--- src/dost_pkg.sv ---
// constants for the deserializer output-state and self-test block
package dost_pkg;
  localparam logic [7:0] SELFTEST_CONTROL_OFS     = 8'h24;
  localparam logic [7:0] SELFTEST_ERROR_COUNT_OFS = 8'h25;
  localparam int         CTRL_REG_EN_BIT          = 0;
  localparam int         CTRL_CLKSEL_LSB          = 1;
  localparam int         CTRL_PIN_OVERRIDE_BIT    = 3;
  localparam logic [7:0] SELFTEST_CONTROL_RST     = 8'h00;
  localparam logic [7:0] SELFTEST_ERROR_COUNT_RST = 8'h00;
  localparam int         SYNC_STAGES              = 3;
  typedef enum logic [1:0] {
    DOST_CLK_PIXEL,
    DOST_CLK_OSC_FULL,
    DOST_CLK_OSC_HALF,
    DOST_CLK_RESERVED
  } dost_clksel_t;
  typedef enum logic [1:0] {
    DOST_MODE_12B_LF,
    DOST_MODE_12B_HF,
    DOST_MODE_10B
  } dost_mode_t;
endpackage

--- src/dost_deser_selftest.sv ---
// output-state control and at-speed self-test checker of the deserializer
`timescale 1ns/1ps
module dost_deser_selftest
  import dost_pkg::*;
#(
  parameter int DATA_W = 12
) (
  input  wire logic                  clk,             // 50 MHz core clock (pixel rate)
  input  wire logic                  arst_n,          // async reset, active low
  input  wire logic                  powerDownBarPin, // high enables the device
  input  wire logic                  outputDriveEnable, // output drive enable setting
  input  wire logic                  outputStateSelect, // output state select setting
  input  wire logic                  cdrLocked,       // recovery lock sequence complete
  input  wire dost_pkg::dost_mode_t  opMode,          // active operating mode
  input  wire logic                  selftestEnablePin, // self-test enable pin
  input  wire logic [1:0]            gpioClkSel,      // general purpose pins 1:0
  input  wire logic                  frameValid,      // one-cycle frame end strobe
  input  wire logic                  frameError,      // frame had payload error
  input  wire logic [DATA_W-1:0]     rxData,          // recovered parallel data
  input  wire logic                  regWrite,        // register write strobe
  input  wire logic [7:0]            regAddr,         // register address
  input  wire logic [7:0]            regWdata,        // register write data
  output logic [7:0]                 regRdata,        // register read data
  output logic                       lockOut,         // lock indicator value
  output logic                       lockOe,          // lock indicator enable
  output logic                       passOut,         // result pin value
  output logic                       passOe,          // result pin enable
  output logic [DATA_W-1:0]          dataOut,         // parallel data value
  output logic                       dataOe,          // data, gpio and clock enable
  output logic                       clkGate,         // pixel clock out allowed
  output logic                       patternRequest,  // back channel start command
  output logic                       selftestActive,  // self-test mode in force
  output dost_pkg::dost_clksel_t     testClkSel,      // chosen test clock source
  output logic [1:0]                 oscRateCode      // 0 pixel,1 full,2 half,3 quarter
);
  import dost_pkg::*;

  if (DATA_W < 10 || DATA_W > 12) begin : g_bad_width
    $error("DATA_W must be 10 to 12");
  end
  if (SYNC_STAGES < 3) begin : g_bad_sync
    $error("SYNC_STAGES must be at least 3");
  end

  logic [7:0]             control_reg;
  logic [7:0]             errCount_reg;
  logic                   testOn_reg;
  logic                   failSeen_reg;
  logic                   testOn_next;
  logic                   passHalf_reg;

  // three stages per pin; a change counts once the last two agree,
  // so a one-cycle glitch never reaches the mode logic
  logic [2:0] pinRaw;
  wire logic [2:0] pinClean;
  assign pinRaw = {gpioClkSel, selftestEnablePin};

  genvar gi;
  generate
    for (gi = 0; gi < 3; gi++) begin : g_pin
      logic [SYNC_STAGES-1:0] sync_reg;
      logic                   clean_reg;
      always_ff @(posedge clk or negedge arst_n) begin
        if (!arst_n) begin
          sync_reg <= '0;
        end else begin
          sync_reg <= {sync_reg[SYNC_STAGES-2:0], pinRaw[gi]};
        end
      end
      always_ff @(posedge clk or negedge arst_n) begin
        if (!arst_n) begin
          clean_reg <= 1'b0;
        end else if (sync_reg[SYNC_STAGES-1] == sync_reg[SYNC_STAGES-2]) begin
          clean_reg <= sync_reg[SYNC_STAGES-1];
        end
      end
      assign pinClean[gi] = clean_reg;
    end
  endgenerate

  // control register; only bits 3:0 are implemented
  always_ff @(posedge clk or negedge arst_n) begin
    if (!arst_n) begin
      control_reg <= SELFTEST_CONTROL_RST;
    end else if (regWrite && regAddr == SELFTEST_CONTROL_OFS) begin
      control_reg <= {4'h0, regWdata[3:0]};
    end
  end

  // pins rule unless the register takes over
  logic       useReg;
  logic [1:0] csSel;
  always_comb begin
    useReg = control_reg[CTRL_PIN_OVERRIDE_BIT];
    testOn_next = useReg ? control_reg[CTRL_REG_EN_BIT] : pinClean[0];
    csSel = useReg ? control_reg[CTRL_CLKSEL_LSB +: 2] : pinClean[2:1];
  end

  always_ff @(posedge clk or negedge arst_n) begin
    if (!arst_n) begin
      testClkSel <= DOST_CLK_PIXEL;
    end else begin
      testClkSel <= dost_clksel_t'(csSel);
    end
  end

  // rate scales with mode: 10b and 12b hf full, 12b lf 1/2;
  // pin control has fixed rates whatever the mode
  always_ff @(posedge clk or negedge arst_n) begin
    if (!arst_n) begin
      oscRateCode <= 2'h0;
    end else begin
      case (csSel)
        2'h1: begin
          if (!useReg) begin
            oscRateCode <= 2'h2;
          end else begin
            case (opMode)
              DOST_MODE_12B_LF: oscRateCode <= 2'h2;
              DOST_MODE_12B_HF: oscRateCode <= 2'h1;
              DOST_MODE_10B:    oscRateCode <= 2'h1;
              default:          oscRateCode <= 2'h1;
            endcase
          end
        end
        2'h2: begin
          if (!useReg) begin
            oscRateCode <= 2'h3;
          end else begin
            case (opMode)
              DOST_MODE_12B_LF: oscRateCode <= 2'h3;
              DOST_MODE_12B_HF: oscRateCode <= 2'h2;
              DOST_MODE_10B:    oscRateCode <= 2'h2;
              default:          oscRateCode <= 2'h2;
            endcase
          end
        end
        default: begin
          oscRateCode <= 2'h0; // reserved code falls back to pixel clock
        end
      endcase
    end
  end

  logic checking;
  assign checking = testOn_reg && cdrLocked && powerDownBarPin;

  always_ff @(posedge clk or negedge arst_n) begin
    if (!arst_n) begin
      testOn_reg <= 1'b0;
    end else begin
      testOn_reg <= testOn_next;
    end
  end

  always_ff @(posedge clk or negedge arst_n) begin
    if (!arst_n) begin
      patternRequest <= 1'b0;
    end else begin
      patternRequest <= testOn_next;
    end
  end

  always_ff @(posedge clk or negedge arst_n) begin
    if (!arst_n) begin
      selftestActive <= 1'b0;
    end else begin
      selftestActive <= testOn_next;
    end
  end

  // count clears on session start; saturates rather than wraps
  always_ff @(posedge clk or negedge arst_n) begin
    if (!arst_n) begin
      errCount_reg <= SELFTEST_ERROR_COUNT_RST;
    end else if (testOn_next && !testOn_reg) begin
      errCount_reg <= SELFTEST_ERROR_COUNT_RST;
    end else if (checking && frameValid && frameError) begin
      if (errCount_reg != 8'hff) begin
        errCount_reg <= errCount_reg + 8'h01;
      end
    end
  end

  always_ff @(posedge clk or negedge arst_n) begin
    if (!arst_n) begin
      failSeen_reg <= 1'b0;
    end else if (testOn_next && !testOn_reg) begin
      failSeen_reg <= 1'b0;
    end else if (checking && frameValid && frameError) begin
      failSeen_reg <= 1'b1;
    end
  end

  // one core cycle stands for a full pixel period of the result pin,
  // so each errored frame strobe yields its own low cycle
  logic passValue;
  always_comb begin
    if (testOn_reg && !testOn_next) begin
      // the closing cycle must show the verdict, even while still checking
      passValue = !failSeen_reg && !(checking && frameValid && frameError);
    end else if (checking) begin
      passValue = !(frameValid && frameError);
    end else begin
      passValue = 1'b0;
    end
  end

  always_ff @(posedge clk or negedge arst_n) begin
    if (!arst_n) begin
      passHalf_reg <= 1'b0;
    end else if (!powerDownBarPin) begin
      passHalf_reg <= 1'b0;
    end else if (outputDriveEnable && !cdrLocked && outputStateSelect) begin
      passHalf_reg <= passHalf_reg;
    end else begin
      passHalf_reg <= passValue;
    end
  end

  always_ff @(posedge clk or negedge arst_n) begin
    if (!arst_n) begin
      regRdata <= 8'h00;
    end else begin
      case (regAddr)
        SELFTEST_CONTROL_OFS:     regRdata <= control_reg;
        SELFTEST_ERROR_COUNT_OFS: regRdata <= errCount_reg;
        default:                  regRdata <= 8'h00;
      endcase
    end
  end

  // lock indicator reports status whenever powered
  always_ff @(posedge clk or negedge arst_n) begin
    if (!arst_n) begin
      lockOut <= 1'b0;
      lockOe  <= 1'b0;
    end else begin
      lockOut <= powerDownBarPin && cdrLocked;
      lockOe  <= powerDownBarPin;
    end
  end

  // result pin; previous state kept while the link is down with drive enable and state select both high
  always_ff @(posedge clk or negedge arst_n) begin
    if (!arst_n) begin
      passOut <= 1'b0;
      passOe  <= 1'b0;
    end else begin
      case ({powerDownBarPin, outputDriveEnable, outputStateSelect})
        3'h4: begin
          passOut <= 1'b0;
          passOe  <= 1'b1;
        end
        3'h5: begin
          passOut <= 1'b0;
          passOe  <= 1'b0;
        end
        3'h6: begin
          passOut <= 1'b0;
          passOe  <= 1'b1;
        end
        3'h7: begin
          passOut <= cdrLocked ? passValue : passHalf_reg;
          passOe  <= 1'b1;
        end
        default: begin
          passOut <= 1'b0;
          passOe  <= 1'b0;
        end
      endcase
    end
  end

  always_ff @(posedge clk or negedge arst_n) begin
    if (!arst_n) begin
      dataOut <= '0;
      dataOe  <= 1'b0;
    end else begin
      case ({powerDownBarPin, outputDriveEnable, outputStateSelect})
        3'h4: begin
          dataOut <= '0;
          dataOe  <= 1'b1;
        end
        3'h5: begin
          dataOut <= '0;
          dataOe  <= 1'b0;
        end
        3'h6: begin
          dataOut <= '0;
          dataOe  <= 1'b1;
        end
        3'h7: begin
          dataOut <= cdrLocked ? rxData : '0;
          dataOe  <= 1'b1;
        end
        default: begin
          dataOut <= '0;
          dataOe  <= 1'b0;
        end
      endcase
    end
  end

  // clock leaves only with valid data behind it
  always_ff @(posedge clk or negedge arst_n) begin
    if (!arst_n) begin
      clkGate <= 1'b0;
    end else begin
      clkGate <= powerDownBarPin && outputDriveEnable && outputStateSelect && cdrLocked;
    end
  end

endmodule

--- config.mk ---
export PLATFORM = sky130hd
export DESIGN_NAME = dost_deser_selftest
export DESIGN_NICKNAME = d
export VERILOG_FILES = /design/src/dost_pkg.sv /design/src/dost_deser_selftest.sv
export SDC_FILE = /design/constraint.sdc
export NUM_CORES = 1
export LEC_CHECK = 0
export ABC_AREA = 1
export BUFFER_PORTS_ARGS = -buffer_cell sky130_fd_sc_hd__buf_4
export CAP_MARGIN = 10
export CORE_MARGIN = 1
export CORE_UTILIZATION = 45
export DETAILED_ROUTE_END_ITERATION = 10
export GPL_ROUTABILITY_DRIVEN = 1
export HOLD_SLACK_MARGIN = 0.08
export PLACE_DENSITY = 0.71
export SLEW_MARGIN = 20
export SYNTH_ARGS = -nofsm -noshare
export SYNTH_HDL_FRONTEND = slang
export SYNTH_SLANG_ARGS = --single-unit
--- constraint.sdc ---
create_clock -name clk -period 1.3 [get_ports clk]
set_input_delay 0.13 -clock clk [delete_from_list [all_inputs] [get_ports clk]]
set_output_delay 0.13 -clock clk [all_outputs]
set_load 0.01 [all_outputs]
==> impl_metrics.json <==
{
  "critPathCaptureType": "flip-flop",
  "fin_crit_sh": 1.04,
  "cp.required_ns": 1.53,
  "ant_nets": 0,
  "core_area_um2": 4750,
  "hold_viol": 0,
  "dpl_cell_area_um2": 3000,
  "synth_area_um2": 2250,
  "antenna_cells": 0,
  "drive_above_1_share": 0.373,
  "max_clock_freq_mhz": 743,
  "slew_violations": 0,
  "first_pass_iters": 4,
  "root_buffer": "clkbuf_8",
  "fin_util": 0.724,
  "die_x_um": 72.7,
  "skew_ns": 0.00580,
  "grt_pass1_vias": 1922,
  "yosysUniqueCellTypes": 23,
  "power.density_nw_per_um2": 1080,
  "dp_hpwl_um": 3440,
  "fin_area_um2": 3440,
  "grt_usage": 0.203,
  "worstSkewPairLatency_ns": 0.31,
  "yosysWarnings": 0,
  "rows": 25,
  "holdWs_ns": 0.0819,
  "leakage_nw": 1.81,
  "failed_checks": "setup timing",
  "grt_setup_unrepaired": "yes",
  "synth_top_flop_cell": "dfrtp_1",
  "synth_nets": 284,
  "crit_type": "reg2reg",
  "synthCells": 239,
  "setup_ws_ns": -0.0464,
  "clock_path_buffers": 2,
  "final_common_cell": "buf_4",
  "htree_num_levels": 2,
  "synth_seq_area_share": 0.623,
  "multi_input_area_um2": 752,
  "vias": 1914,
  "largest_register_ffs": 12,
  "synth_edf_count": 0,
  "drt_iter0_markers": 77,
  "area.sequential_um2": 1400,
  "drv_cap": 0,
  "cts.sinks": 56,
  "syn_to_final_growth_pct": 53.1,
  "via_per_inst": 4.51,
  "start_kind": "flip-flop",
  "grt_pass1_wl_um": 8050,
  "die_h_um": 72.7,
  "die_area_um2": 5280,
  "mostFrequentLayoutCells": "buf_4 (89), dfrtp_1 (56), nand2_1 (42)",
  "period_needed_ns": 1.35,
  "grt_max_degree": 32,
  "fill_cells": 368,
  "relSlewSlack": 0.752,
  "cts_buffers": 5,
  "postSynthAreaPerCell_um2": 9.41,
  "drc": 0,
  "pin_count": 74,
  "arrival_ns": 1.58,
  "setup-violations-final": 8,
  "synth-seq-cells": 56,
  "async_flop_share": 1.00,
  "drt_wl_total_um": 5020,
  "portBuffers": 69,
  "clk_pin_slew_ns": 0.10,
  "gp_congestion": 0.810,
  "hold_path_class": "in2reg",
  "tightest_slew_ns": 0.368,
  "path_max_fanout": 3,
  "overflow": 0,
  "wire_per_inst_um": 11.8,
  "cts_tree": "built",
  "antenna_found_initial": 0,
  "fin_nets": 401,
  "status": "complete, but fails checks",
  "start_util": 0.473,
  "ir_worst_vdd_v": 0.000790
}
[timing repair]
action / 4_1_cts / 5_1_grt
setup buffers: 2 / 2
setup endpoints to repair: 10 / 24
cloned: 0 / 0
gates resized for setup: 13 / 26
endpoints found under the hold margin: 75 / 0
hold buffers: 21 / 0
pin swaps: 2 / 6
[final timing paths]
kind	depth (start not counted)	slack [ns]	endpoint	startpoint
hold reg to reg	0	0.36	g_pin[0].sync_reg[1]$_DFF_PN0_	g_pin[0].sync_reg[0]$_DFF_PN0_
setup reg to reg	6	-0.05	oscRateCode[0]$_DFF_PN0_	control_reg[3]$_DFFE_PN0P_
max in group asynchronous	3	0.56	g_pin[2].clean_reg$_DFFE_PN0N_	arst_n
setup / recovery	6	-0.05	oscRateCode[0]$_DFF_PN0_	control_reg[3]$_DFFE_PN0P_
hold / removal	3	0.08	lockOut$_DFF_PN0_	cdrLocked
min in group asynchronous	2	0.27	testClkSel[1]$_DFF_PN0_	arst_n
[metal layers]
layer | track usage | vias up | share of wire
met5 | 0 | - | 0
met3 | 0.0760 | 6 | 0.075
met2 | 0.361 | 63 | 0.51
li1 | - | 955 | -
met1 | 0.225 | 890 | 0.40
met4 | 0.0610 | 0 | 0.013
[critical path, cell delays in order (launching register included)]
cell and delay, ns:
dfrtp_1 0.40, inv_2 0.06, or2_4 0.24, o21ai_4 0.08, inv_2 0.08, ha_4 0.23
a211oi_2 0.18
[cell usage after synthesis (all sizes together), types with 2 or more instances]
master / instances / area [um^2]
buf: 4 / 37.5
dfrtp: 56 / 1400
nor2: 30 / 120
o21ai: 18 / 90.1
ha: 3 / 37.5
or2: 2 / 12.5
o22ai: 2 / 12.5
nand3: 13 / 65.1
a21oi: 4 / 31.3
maj3: 3 / 30.0
inv: 44 / 165
nand2: 53 / 199
[power breakdown]
part	switching, mW	total (mW)	leakage, nW	internal (mW)
combinational	0.395	0.846	1.03	0.451
clock	0.556	0.940	0.0414	0.384
sequential	0.0637	1.92	0.734	1.85
[final cells by class]
type,count,area share
sequential,56,0.407
timing repair buffer,115,0.277
multi-input combinational,134,0.218
inverter,44,0.0480
tap,67,0.0243
clock buffer,6,0.0211
clock inverter,2,0.00472
[kinds of logic after synthesis]
group,count (synthesis),synth area share
simple gates,102,0.188
flops,56,0.623
buf+inv,49,0.0918
compound gates,25,0.0629
fa+ha+maj,6,0.0301
xor+xnor,1,0.00390
[per-stage QoR]
step	power, mW	instances	setup WS (ns)	TNS [ns]
after global placement	2.57	391	-0.0500	-0.0500
after floorplan	2.23	239	-0.0437	-0.0437
after CTS	3.65	422	-0.0501	-0.136
after detailed placement	2.60	391	-0.107	-0.733
after global routing	3.91	424	-0.172	-1.06
final	3.70	424	-0.0464	-0.169
Note: power is estimated with default switching activity, not from simulation.
